`src/verilog/xcvr_cfg.svh`:
```
// constants for the transceiver control and status block
`ifndef XCVR_CFG_SVH
`define XCVR_CFG_SVH

// two-wire device addresses, 7-bit form (0xA0 and 0xA2 as 8-bit write address)
`define ID_DEV_ADDR      7'h50
`define DIAG_DEV_ADDR    7'h51

// control and status byte in the diagnostic space
`define CTRL_STATUS_OFFSET 8'h6E
`define ST_OFF_STATE_BIT   7
`define ST_SW_OFF_BIT      6
`define ST_FAULT_BIT       2
`define ST_RX_LOST_BIT     1

// value read from any byte that holds no live state
`define EMPTY_BYTE       8'h00

// bits per two-wire byte
`define BYTE_BITS        4'h8

// pin synchroniser reset: transmit-off reads high, scl and sda idle high
`define PINS_RESET       8'h83
`define SW_OFF_RESET     1'b0

`endif

```
`src/verilog/xcvr_pkg.sv`:
```
// types shared by the transceiver control and status block
package xcvr_pkg;

  // pins after synchronisation, msb first
  typedef struct packed {
    logic tx_off;
    logic laser_fault;
    logic unsafe;
    logic rx_lost;
    logic tx_rate;
    logic rx_rate;
    logic scl;
    logic sda;
  } pins_t;

  // two-wire slave phases, gray coded from PH_IDLE through the write byte loop and within the read byte loop
  typedef enum logic [3:0] {
    PH_IDLE     = 4'h0,
    PH_DEV      = 4'h1,
    PH_DEV_ACK  = 4'h3,
    PH_ADDR     = 4'h2,
    PH_ADDR_ACK = 4'h6,
    PH_WR       = 4'h7,
    PH_WR_ACK   = 4'h5,
    PH_RD       = 4'h4,
    PH_RD_ACK   = 4'hC
  } phase_t;

  typedef struct packed {
    logic [7:0] s1;
    logic [7:0] s2;
    logic [7:0] s3;
    logic [7:0] clean;
  } sync_state_t;

  typedef struct packed {
    phase_t     phase;
    logic [3:0] cnt;
    logic [7:0] sh;
    logic [7:0] ptr;
    logic       diag;
    logic       rw;
    logic       master_ack;
    logic       scl_prev;
    logic       sda_prev;
    logic       off_prev;
    logic       sw_off;
    logic       fault;
    logic       path_reset;
    logic       laser_en;
    logic       rx_lost;
    logic       tx_cdr;
    logic       rx_cdr;
    logic       sda_oe;
    logic       sda_out;
  } ctl_state_t;

endpackage

```
`src/verilog/transceiver_control_status.sv`:
```
// transmit-off, laser fault, loss-of-signal, rate selects and two-wire status byte
`timescale 1ns/1ps
`include "xcvr_cfg.svh"

module transceiver_control_status (
  input  wire logic CLK_SYS_IN,
  input  wire logic RST_B_IN,
  input  wire logic TX_OFF_IN,
  input  wire logic LASER_FAULT_IN,
  input  wire logic OUTPUT_UNSAFE_IN,
  input  wire logic RX_SIGNAL_LOST_IN,
  input  wire logic TX_RATE_SEL_IN,
  input  wire logic RX_RATE_SEL_IN,
  input  wire logic SCL_IN,
  input  wire logic SDA_IN,
  output wire logic SDA_OUT,
  output wire logic SDA_OE_OUT,
  output wire logic LASER_EN_OUT,
  output wire logic TX_FAULT_OUT,
  output wire logic TX_PATH_RESET_OUT,
  output wire logic RX_SIGNAL_LOST_OUT,
  output wire logic TX_CLOCK_RECOVERY_EN_OUT,
  output wire logic RX_CLOCK_RECOVERY_EN_OUT
);

  xcvr_pkg::ctl_state_t q;
  xcvr_pkg::ctl_state_t d;
  xcvr_pkg::pins_t      pins;
  logic [7:0]           sync_out;
  logic [7:0]           status_byte;
  logic [7:0]           rd_byte;
  logic                 scl_rise;
  logic                 scl_fall;
  logic                 start_seen;
  logic                 stop_seen;
  logic                 off_fall;
  logic                 fault_cause;
  logic                 at_status;

  pin_sync u_pin_sync (
    .clk_in    (CLK_SYS_IN),
    .rst_b_in  (RST_B_IN),
    .raw_in    ({TX_OFF_IN, LASER_FAULT_IN, OUTPUT_UNSAFE_IN, RX_SIGNAL_LOST_IN,
                 TX_RATE_SEL_IN, RX_RATE_SEL_IN, SCL_IN, SDA_IN}),
    .clean_out (sync_out)
  );

  assign pins        = xcvr_pkg::pins_t'(sync_out);
  assign scl_rise    = pins.scl & ~q.scl_prev;
  assign scl_fall    = ~pins.scl & q.scl_prev;
  assign start_seen  = pins.scl & q.scl_prev & q.sda_prev & ~pins.sda;
  assign stop_seen   = pins.scl & q.scl_prev & ~q.sda_prev & pins.sda;
  assign off_fall    = q.off_prev & ~pins.tx_off;
  assign fault_cause = pins.laser_fault | pins.unsafe;
  assign at_status   = q.diag & (q.ptr == `CTRL_STATUS_OFFSET);

  // live view of pins and latches, so a read always shows current state
  always_comb
  begin
    status_byte                     = `EMPTY_BYTE;
    status_byte[`ST_OFF_STATE_BIT]  = pins.tx_off;
    status_byte[`ST_SW_OFF_BIT]     = q.sw_off;
    status_byte[`ST_FAULT_BIT]      = q.fault;
    status_byte[`ST_RX_LOST_BIT]    = pins.rx_lost;
  end

  // identification space and other diagnostic bytes hold no live state here
  assign rd_byte = at_status ? status_byte : `EMPTY_BYTE;

  always_comb
  begin
    d            = q;
    d.scl_prev   = pins.scl;
    d.sda_prev   = pins.sda;
    d.off_prev   = pins.tx_off;
    d.sda_out    = 1'b0;
    // set wins over the toggle clear, so a standing cause re-latches at once
    d.fault      = (q.fault & ~off_fall) | fault_cause;
    d.path_reset = off_fall & q.fault;
    d.laser_en   = ~(pins.tx_off | q.sw_off | d.fault);
    d.rx_lost    = pins.rx_lost;
    d.tx_cdr     = pins.tx_rate;
    d.rx_cdr     = pins.rx_rate;
    if (start_seen)
    begin
      d.phase  = xcvr_pkg::PH_DEV;
      d.cnt    = 4'h0;
      d.sda_oe = 1'b0;
    end
    else if (stop_seen)
    begin
      d.phase  = xcvr_pkg::PH_IDLE;
      d.sda_oe = 1'b0;
    end
    else if (scl_rise)
    begin
      case (q.phase)
        xcvr_pkg::PH_DEV, xcvr_pkg::PH_ADDR, xcvr_pkg::PH_WR:
        begin
          d.sh  = {q.sh[6:0], pins.sda};
          d.cnt = q.cnt + 4'h1;
        end
        xcvr_pkg::PH_RD:     d.cnt = q.cnt + 4'h1;
        xcvr_pkg::PH_RD_ACK: d.master_ack = ~pins.sda;
        default:             d.cnt = q.cnt;
      endcase
    end
    else if (scl_fall)
    begin
      case (q.phase)
        xcvr_pkg::PH_DEV:
        begin
          if (q.cnt == `BYTE_BITS)
          begin
            if (q.sh[7:1] == `ID_DEV_ADDR || q.sh[7:1] == `DIAG_DEV_ADDR)
            begin
              d.diag   = q.sh[1];
              d.rw     = q.sh[0];
              d.sda_oe = 1'b1;
              d.phase  = xcvr_pkg::PH_DEV_ACK;
            end
            else
            begin
              d.phase = xcvr_pkg::PH_IDLE;
            end
          end
        end
        xcvr_pkg::PH_DEV_ACK:
        begin
          d.cnt = 4'h0;
          if (q.rw)
          begin
            d.sh     = rd_byte;
            d.sda_oe = ~rd_byte[7];
            d.phase  = xcvr_pkg::PH_RD;
          end
          else
          begin
            d.sda_oe = 1'b0;
            d.phase  = xcvr_pkg::PH_ADDR;
          end
        end
        xcvr_pkg::PH_ADDR:
        begin
          if (q.cnt == `BYTE_BITS)
          begin
            d.ptr    = q.sh;
            d.sda_oe = 1'b1;
            d.phase  = xcvr_pkg::PH_ADDR_ACK;
          end
        end
        xcvr_pkg::PH_ADDR_ACK, xcvr_pkg::PH_WR_ACK:
        begin
          d.sda_oe = 1'b0;
          d.cnt    = 4'h0;
          d.phase  = xcvr_pkg::PH_WR;
        end
        xcvr_pkg::PH_WR:
        begin
          if (q.cnt == `BYTE_BITS)
          begin
            // only bit 6 is writable; the mirrored bits ignore writes
            if (at_status)
            begin
              d.sw_off = q.sh[`ST_SW_OFF_BIT];
            end
            d.ptr    = q.ptr + 8'h01;
            d.sda_oe = 1'b1;
            d.phase  = xcvr_pkg::PH_WR_ACK;
          end
        end
        xcvr_pkg::PH_RD:
        begin
          if (q.cnt == `BYTE_BITS)
          begin
            d.sda_oe = 1'b0;
            d.ptr    = q.ptr + 8'h01;
            d.phase  = xcvr_pkg::PH_RD_ACK;
          end
          else
          begin
            d.sh     = {q.sh[6:0], 1'b0};
            d.sda_oe = ~q.sh[6];
          end
        end
        xcvr_pkg::PH_RD_ACK:
        begin
          d.cnt = 4'h0;
          if (q.master_ack)
          begin
            d.sh     = rd_byte;
            d.sda_oe = ~rd_byte[7];
            d.phase  = xcvr_pkg::PH_RD;
          end
          else
          begin
            d.phase = xcvr_pkg::PH_IDLE;
          end
        end
        default: d.phase = xcvr_pkg::PH_IDLE;
      endcase
    end
  end

  always_ff @(posedge CLK_SYS_IN or negedge RST_B_IN)
  begin
    if (!RST_B_IN)
    begin
      q          <= '0;
      q.phase    <= xcvr_pkg::PH_IDLE;
      q.scl_prev <= 1'b1;
      q.sda_prev <= 1'b1;
      q.off_prev <= 1'b1;
      q.sw_off   <= `SW_OFF_RESET;
    end
    else
    begin
      q <= d;
    end
  end

  assign SDA_OUT                  = q.sda_out;
  assign SDA_OE_OUT               = q.sda_oe;
  assign LASER_EN_OUT             = q.laser_en;
  assign TX_FAULT_OUT             = q.fault;
  assign TX_PATH_RESET_OUT        = q.path_reset;
  assign RX_SIGNAL_LOST_OUT       = q.rx_lost;
  assign TX_CLOCK_RECOVERY_EN_OUT = q.tx_cdr;
  assign RX_CLOCK_RECOVERY_EN_OUT = q.rx_cdr;
endmodule

```
`src/verilog/pin_sync.sv`:
```
// three-stage synchroniser with agreement filter for the module pins
`timescale 1ns/1ps
`include "xcvr_cfg.svh"

module pin_sync (
  input  wire logic       clk_in,
  input  wire logic       rst_b_in,
  input  wire logic [7:0] raw_in,
  output wire logic [7:0] clean_out
);

  xcvr_pkg::sync_state_t q;
  xcvr_pkg::sync_state_t d;

  genvar i;
  generate
    for (i = 0; i < 8; i++)
    begin : g_bit
      // s1 is only read by s2; the filter looks at s2 and s3
      always_comb
      begin
        d.s1[i]    = raw_in[i];
        d.s2[i]    = q.s1[i];
        d.s3[i]    = q.s2[i];
        d.clean[i] = (q.s2[i] == q.s3[i]) ? q.s3[i] : q.clean[i];
      end
    end
  endgenerate

  always_ff @(posedge clk_in or negedge rst_b_in)
  begin
    if (!rst_b_in)
    begin
      q.s1    <= `PINS_RESET;
      q.s2    <= `PINS_RESET;
      q.s3    <= `PINS_RESET;
      q.clean <= `PINS_RESET;
    end
    else
    begin
      q <= d;
    end
  end

  assign clean_out = q.clean;

endmodule

```
`config.mk`:
```
export PLATFORM = sky130hd
export DESIGN_NAME = transceiver_control_status
export DESIGN_NICKNAME = d
export VERILOG_FILES = /design/src/verilog/xcvr_pkg.sv /design/src/verilog/transceiver_control_status.sv /design/src/verilog/pin_sync.sv
export VERILOG_INCLUDE_DIRS = /design/src /design/src/verilog
export SDC_FILE = /design/constraint.sdc
export NUM_CORES = 1
export LEC_CHECK = 0
export BUFFER_PORTS_ARGS = -buffer_cell sky130_fd_sc_hd__buf_2
export CAP_MARGIN = 10
export CORE_MARGIN = 3
export CORE_UTILIZATION = 60
export CTS_BUF_LIST = sky130_fd_sc_hd__clkbuf_16
export DETAILED_ROUTE_END_ITERATION = 10
export PLACE_DENSITY = 0.79
export SYNTH_ARGS = -nofsm -noshare
export SYNTH_HDL_FRONTEND = slang
export SYNTH_SLANG_ARGS = --single-unit
```
`constraint.sdc`:
```
create_clock -name CLK_SYS_IN -period 2.3 [get_ports CLK_SYS_IN]
set_input_delay 0 -clock CLK_SYS_IN [delete_from_list [all_inputs] [get_ports CLK_SYS_IN]]
set_output_delay 0 -clock CLK_SYS_IN [all_outputs]
set_load 0.005 [all_outputs]
```
### After elaboration in Yosys (flattened, before gate mapping)

Cells that the tools add are included.

* equal/unequal tests: 36
* $add $sub $neg: 2
* reduce and logical (&&, ||, !) cells: 22
* mux-type cells: 42
* bitwise gates (word level): 27

Operators by type and width (number)
* 2-to-1 mux 8 bit: 8
* 2-to-1 mux 4 bit: 8
* one-hot mux 4 bit (7 select lines): 1
* AND reduction 7 bit: 4
* 2-to-1 mux 26 bit: 1
* != test 4 bit (second input constant): 6
* one-hot mux 8 bit (3 select lines): 1
* 2-to-1 mux 23 bit: 1
* equality test 4 x 3 -> 1 bit (second input constant): 4
* one-hot mux 8 bit (2 select lines): 1
* equality test 7 bit (second input constant): 2
* 2-to-1 mux 1 bit: 12
* 2-to-1 mux 12 bit: 1
* inverter 1 bit: 12
* bitwise AND 1 bit: 11
* 2-to-1 mux 10 bit: 1
* != test 3 bit (second input constant): 3
* nonzero test 3 bit: 3
* adder 8 x 1 -> 8 bit (second input constant): 1
* equality test 1 bit: 8
* equality test 4 x 2 -> 1 bit (second input constant): 2
* equality test 4 bit (second input constant): 2
* equality test 8 x 7 -> 1 bit (second input constant): 1
* 2-to-1 mux 2 bit: 4
* other kinds (20): 31

* output and inout bits: 8
* register bits: 70

### Depth between registers and ports, before layout

* depth after elaboration: 10
* mapped depth: 9
* depth with buffers taken out: 7

### Modules after synthesis

From an unflattened synthesis, not the netlist that was laid out.

* cells, all modules: 302
* area, all modules: 3338.2 sq um

By module, submodules not included
* transceiver_control_status: cells an instance 254, instances 1, area each 2372.3 sq um
* pin_sync: cells an instance 48, instances 1, area each 965.9 sq um

### Worst setup path before layout

No wires, ideal clock.

* kind: register to register
* start: register q[11] (netlist name)
* end: register q[22] (netlist name)
* arrival: 1.945 ns
* cell stages (with the launch flop): 10
* clock period less this slack: 2.067 ns
* path slack: 0.233 ns
* path buffers: 2
* required time: 2.178 ns
* path through: dfstp_2 -> inv_1 -> ha_1 -> clkbuf_2 -> nand2b_1 -> a211oi_2 -> nor3b_2 -> buf_4 -> nand2_1 -> o2bb2ai_1

* longest elaborated chain between the ends: 5
* elaborated cells on any way between the ends: 12

Ends and longest elaborated chain
* start: declaration: line transceiver_control_status.sv:26 `xcvr_pkg::ctl_state_t q;`
* bitwise AND 1 bit: line transceiver_control_status.sv:51, transceiver_control_status.sv:52
* bitwise AND 1 bit, on equally long branches (2 in a row): line transceiver_control_status.sv:52, transceiver_control_status.sv:51
* inverter 1 bit (no line)
* AND reduction 7 bit (no line) *

Mark *: on every way between the ends. The rest lies on a longest branch, timed or not.
A chain may end at the register's enable or synchronous reset.

### Final worst setup path

* start: register q[11] (netlist name)
* end: register q[17] (netlist name)

Same word-level chain as after synthesis.

==> flow_summary.json <==
{
  "outcome": "finished clean",
  "finalHoldWorstSlack_ns": 0.1901,
  "clock_sink_count": 70,
  "drt-total-wl_mm": 6.918,
  "period_share": 0.9424,
  "timing.reg2reg.setup_slack_ns": 0.13,
  "synth.top_cells.by_count": "sky130_fd_sc_hd__dfrtp_1 (55), sky130_fd_sc_hd__nand2_1 (26), sky130_fd_sc_hd__dfstp_2 (15), sky130_fd_sc_hd__a21oi_1 (13), sky130_fd_sc_hd__nor2_1 (13)",
  "setup.worst_path.class": "reg -> reg",
  "avgRoutedWirePerCell_um": 17.43,
  "htree_num_levels": 3,
  "layout.nets": 339,
  "io_buffer_count": 16,
  "tightest_slew_ns": 0.5532,
  "final.setup.tns_ns": 0,
  "end_kind": "flop",
  "synth_edf_count": 0,
  "start_kind": "flop",
  "ioPinCount": 18,
  "floorplan.die.width_um": 79.65,
  "grt_setup_unrepaired": "no",
  "timing.clock.skew_ns": 0.005956,
  "grt_pass1_vias": 2423,
  "area_delta_synth_final_pct": 18.57,
  "synthDominantAreaCellType": "sky130_fd_sc_hd__dfrtp_1",
  "async_set_reset_flop_share_out_of_synthesis": 1.000,
  "via_per_inst": 5.952,
  "routability_cong": 0.8670,
  "post-dp-hpwl_mm": 4.613,
  "initial_utilization": 0.6292,
  "placeableCoreArea_sq_um": 5172,
  "ant_nets": 0,
  "yosysUniqueCellTypes": 61,
  "switching_share": 0.2628,
  "worst_ep_required_time_ns": 2.54,
  "synth-warning-count": 0,
  "cts_inserted_buffers": 9,
  "sequential_to_total_area_share_from_yosys_stat": 0.5440,
  "dr.pass1.iters": 5,
  "clk-insertion-delay-late_ns": 0.33,
  "synthMostInstantiatedCell": "sky130_fd_sc_hd__dfrtp_1",
  "largest_fanout_of_any_net_on_the_critical_path": 8,
  "initial_antenna_violation_count": 0,
  "p_clk_frac": 0.436,
  "syn_inst": 282,
  "drtIter0Drc": 188,
  "cts_post_setup_buffers_inserted": 0,
  "power.share.sequential": 0.471,
  "synthesis.area_sq_um": 3254,
  "setup_viol": 0,
  "net-switching-power_w": 0.0007860,
  "ctsLongestPathBuffers": 2,
  "post_synth.cell_area_avg_sq_um": 11.54,
  "timing.max_slew.rel_slack": 0.6312,
  "timing_max_transition_violations_final": 0,
  "drive_above_1_share": 0.2722,
  "timing.critical_path.arrival_ns": 2.41,
  "min_period_ns": 2.168,
  "fmax_ghz": 0.4613,
  "p_comb_frac": 0.093,
  "grt_start_max_net_pins": 49,
  "grt_first_pass_wirelength_mm": 11.79,
  "tritoncts_clock_tree": "done",
  "clock_tree.root_cell": "sky130_fd_sc_hd__clkbuf_16",
  "intPower_w": 0.002205,
  "worstHoldPathType": "in -> async",
  "power-per-cell-area_nw_per_um2": 775.0,
  "vdd.ir_drop.worst_mv": 0.6408,
  "static-leakage-power_nw": 1.678,
  "row_count": 26,
  "floorplan.die.height_um": 79.65,
  "yosys_most_used_dff": "sky130_fd_sc_hd__dfrtp_1",
  "drv.max_cap_violation_count": 0,
  "post-route-drc-count": 0,
  "yosys-top-cells-area": "sky130_fd_sc_hd__dfrtp_1 (42%), sky130_fd_sc_hd__dfstp_2 (12%), sky130_fd_sc_hd__mux2_2 (3.8%)",
  "synth_fp_nets": 299,
  "clkSlewWorstSetupHoldPaths_ns": 0.06,
  "vias": 2363,
  "fillers": 348,
  "yosys.area.top_type_share": 0.4229,
  "diodes": 0,
  "track_usage": 0.2455,
  "synth.ff_latch_count": 70,
  "overflow": 0,
  "hold_violations": 0,
  "floorplan.die_area_sq_um": 6343
}
==> power by group through the flow <==
stage,Combinational (W),Clock (W),Sequential [W]
2_1_floorplan,0.000184,0,0.00140
3_3_place_gp,0.000259,0,0.00142
3_5_place_dp,0.000264,0,0.00143
4_1_cts,0.000280,0.00132,0.00141
5_1_grt,0.000313,0.00136,0.00142
6_report,0.000278,0.00130,0.00141
==> cell usage in the layout (no fill, tap or decap), types with 2 or more instances in the layout <==
cell type,count
sky130_fd_sc_hd__xnor2_1,2
sky130_fd_sc_hd__ha_1,7
sky130_fd_sc_hd__o2bb2ai_1,2
sky130_fd_sc_hd__mux2_1,4
sky130_fd_sc_hd__a22o_1,4
sky130_fd_sc_hd__clkbuf_16,9
sky130_fd_sc_hd__mux2_2,11
sky130_fd_sc_hd__o31ai_1,3
sky130_fd_sc_hd__a211o_1,3
sky130_fd_sc_hd__nor2b_1,3
sky130_fd_sc_hd__dfstp_2,15
sky130_fd_sc_hd__nand3_1,9
sky130_fd_sc_hd__a22oi_1,2
sky130_fd_sc_hd__buf_4,15
sky130_fd_sc_hd__inv_1,12
sky130_fd_sc_hd__dfrtp_1,55
sky130_fd_sc_hd__nor3b_2,4
sky130_fd_sc_hd__and2_1,2
sky130_fd_sc_hd__and3_1,4
sky130_fd_sc_hd__nand2b_1,3
sky130_fd_sc_hd__nor4_2,2
sky130_fd_sc_hd__nand3b_1,3
sky130_fd_sc_hd__nand2_1,26
sky130_fd_sc_hd__maj3_1,8
sky130_fd_sc_hd__buf_2,16
sky130_fd_sc_hd__a21oi_1,13
sky130_fd_sc_hd__a31oi_1,2
sky130_fd_sc_hd__clkinv_4,3
sky130_fd_sc_hd__dlygate4sd3_1,9
sky130_fd_sc_hd__nor4_1,4
sky130_fd_sc_hd__nor3_1,7
sky130_fd_sc_hd__o21ai_0,11
sky130_fd_sc_hd__a21bo_2,2
sky130_fd_sc_hd__o211ai_1,4
sky130_fd_sc_hd__nor3b_1,4
sky130_fd_sc_hd__nor2_1,13
sky130_fd_sc_hd__nand4_1,2
==> registers in the layout, indices dropped and copies added, names as in the netlist <==
| signal | flops |
|---|---|
| SDA_OE_OUT | 1 |
| LASER_EN_OUT | 1 |
| q | 31 |
| u_pin_sync.q | 8 |
| RX_CLOCK_RECOVERY_EN_OUT | 1 |
| TX_FAULT_OUT | 1 |
| TX_CLOCK_RECOVERY_EN_OUT | 1 |
| u_pin_sync.d | 16 |
| u_pin_sync.clean_out | 8 |
| RX_SIGNAL_LOST_OUT | 1 |
| TX_PATH_RESET_OUT | 1 |
==> metrics by stage <==
stage / setup slack [ns] / util / instance area (sq um) / cells / power [W]
finish: 0.1324 / 0.7460 / 3859 / 397 / 0.002990
global route: 0.02681 / 0.7460 / 3859 / 397 / 0.003093
CTS: 0.1466 / 0.7460 / 3859 / 397 / 0.003005
detailed placement: 0.1892 / 0.6737 / 3485 / 372 / 0.001691
global placement: 0.2361 / 0.6737 / 3485 / 372 / 0.001678
floorplan: 0.2329 / - / 3254 / 282 / 0.001580
==> per-layer routing <==
metal	wire [um]	up-vias	global-route usage
li1	-	1094	-
met4	180	0	0.1048
met3	314	16	0.03612
met2	3444	85	0.4182
met1	2978	1168	0.3118
met5	0	-	0
==> worst paths after layout <==
check,from,endpoint,cells past startpoint
min in group CLK_SYS_IN,LASER_FAULT_IN,u_pin_sync.d[22],2
max in group asynchronous,RST_B_IN,u_pin_sync.d[9],3
setup / recovery,q[11],q[17],8
setup reg to reg,q[11],q[17],8
hold / removal,RST_B_IN,RX_CLOCK_RECOVERY_EN_OUT,2
hold reg to reg,u_pin_sync.d[19],u_pin_sync.d[11],0
==> final cells by class <==
type / instances / area (sq um) / area share
Clock buffer: 9 / 225.2 / 0.05837
Tap cell: 70 / 87.58 / 0.02270
Multi-Input combinational cell: 188 / 1369 / 0.3547
Timing Repair Buffer: 41 / 302.8 / 0.07847
Inverter: 12 / 45.04 / 0.01167
Sequential cell: 70 / 1770 / 0.4588
Clock inverter: 7 / 58.81 / 0.01524
==> cells by family (layout without fill, tap and decap cells) <==
logic type               Yosys count  after routing  synth area share
AO/OA/AOI/OAI                     57             57            0.1253
XOR/XNOR                           5              5           0.02153
adder cells (fa/ha/maj)           15             15           0.05152
buffers and inverters             24             69           0.03537
flip-flops                        70             70            0.5440
multiplexers                      16             16           0.05498
other                              1              1          0.001152
AND/OR/NAND/NOR                   94             94            0.1661
==> critical path: stages (launching register included) <==
cell                       delay [ns]
sky130_fd_sc_hd__dfstp_2         0.54
sky130_fd_sc_hd__inv_1           0.04
sky130_fd_sc_hd__ha_1            0.24
sky130_fd_sc_hd__nand2b_1        0.21
sky130_fd_sc_hd__a211oi_2        0.19
sky130_fd_sc_hd__nor3b_2         0.39
sky130_fd_sc_hd__buf_4           0.22
sky130_fd_sc_hd__o21ai_0         0.08
sky130_fd_sc_hd__a22oi_1         0.16
==> timing repair <==
| item | in CTS | in global routing |
|---|---|---|
| setup endpoints to repair | 0 | 0 |
| endpoints found under the hold margin | 30 | 0 |
| resized for setup | 0 | 0 |
| hold buffers | 9 | 0 |
Note: power is estimated with default switching activity, not from simulation.
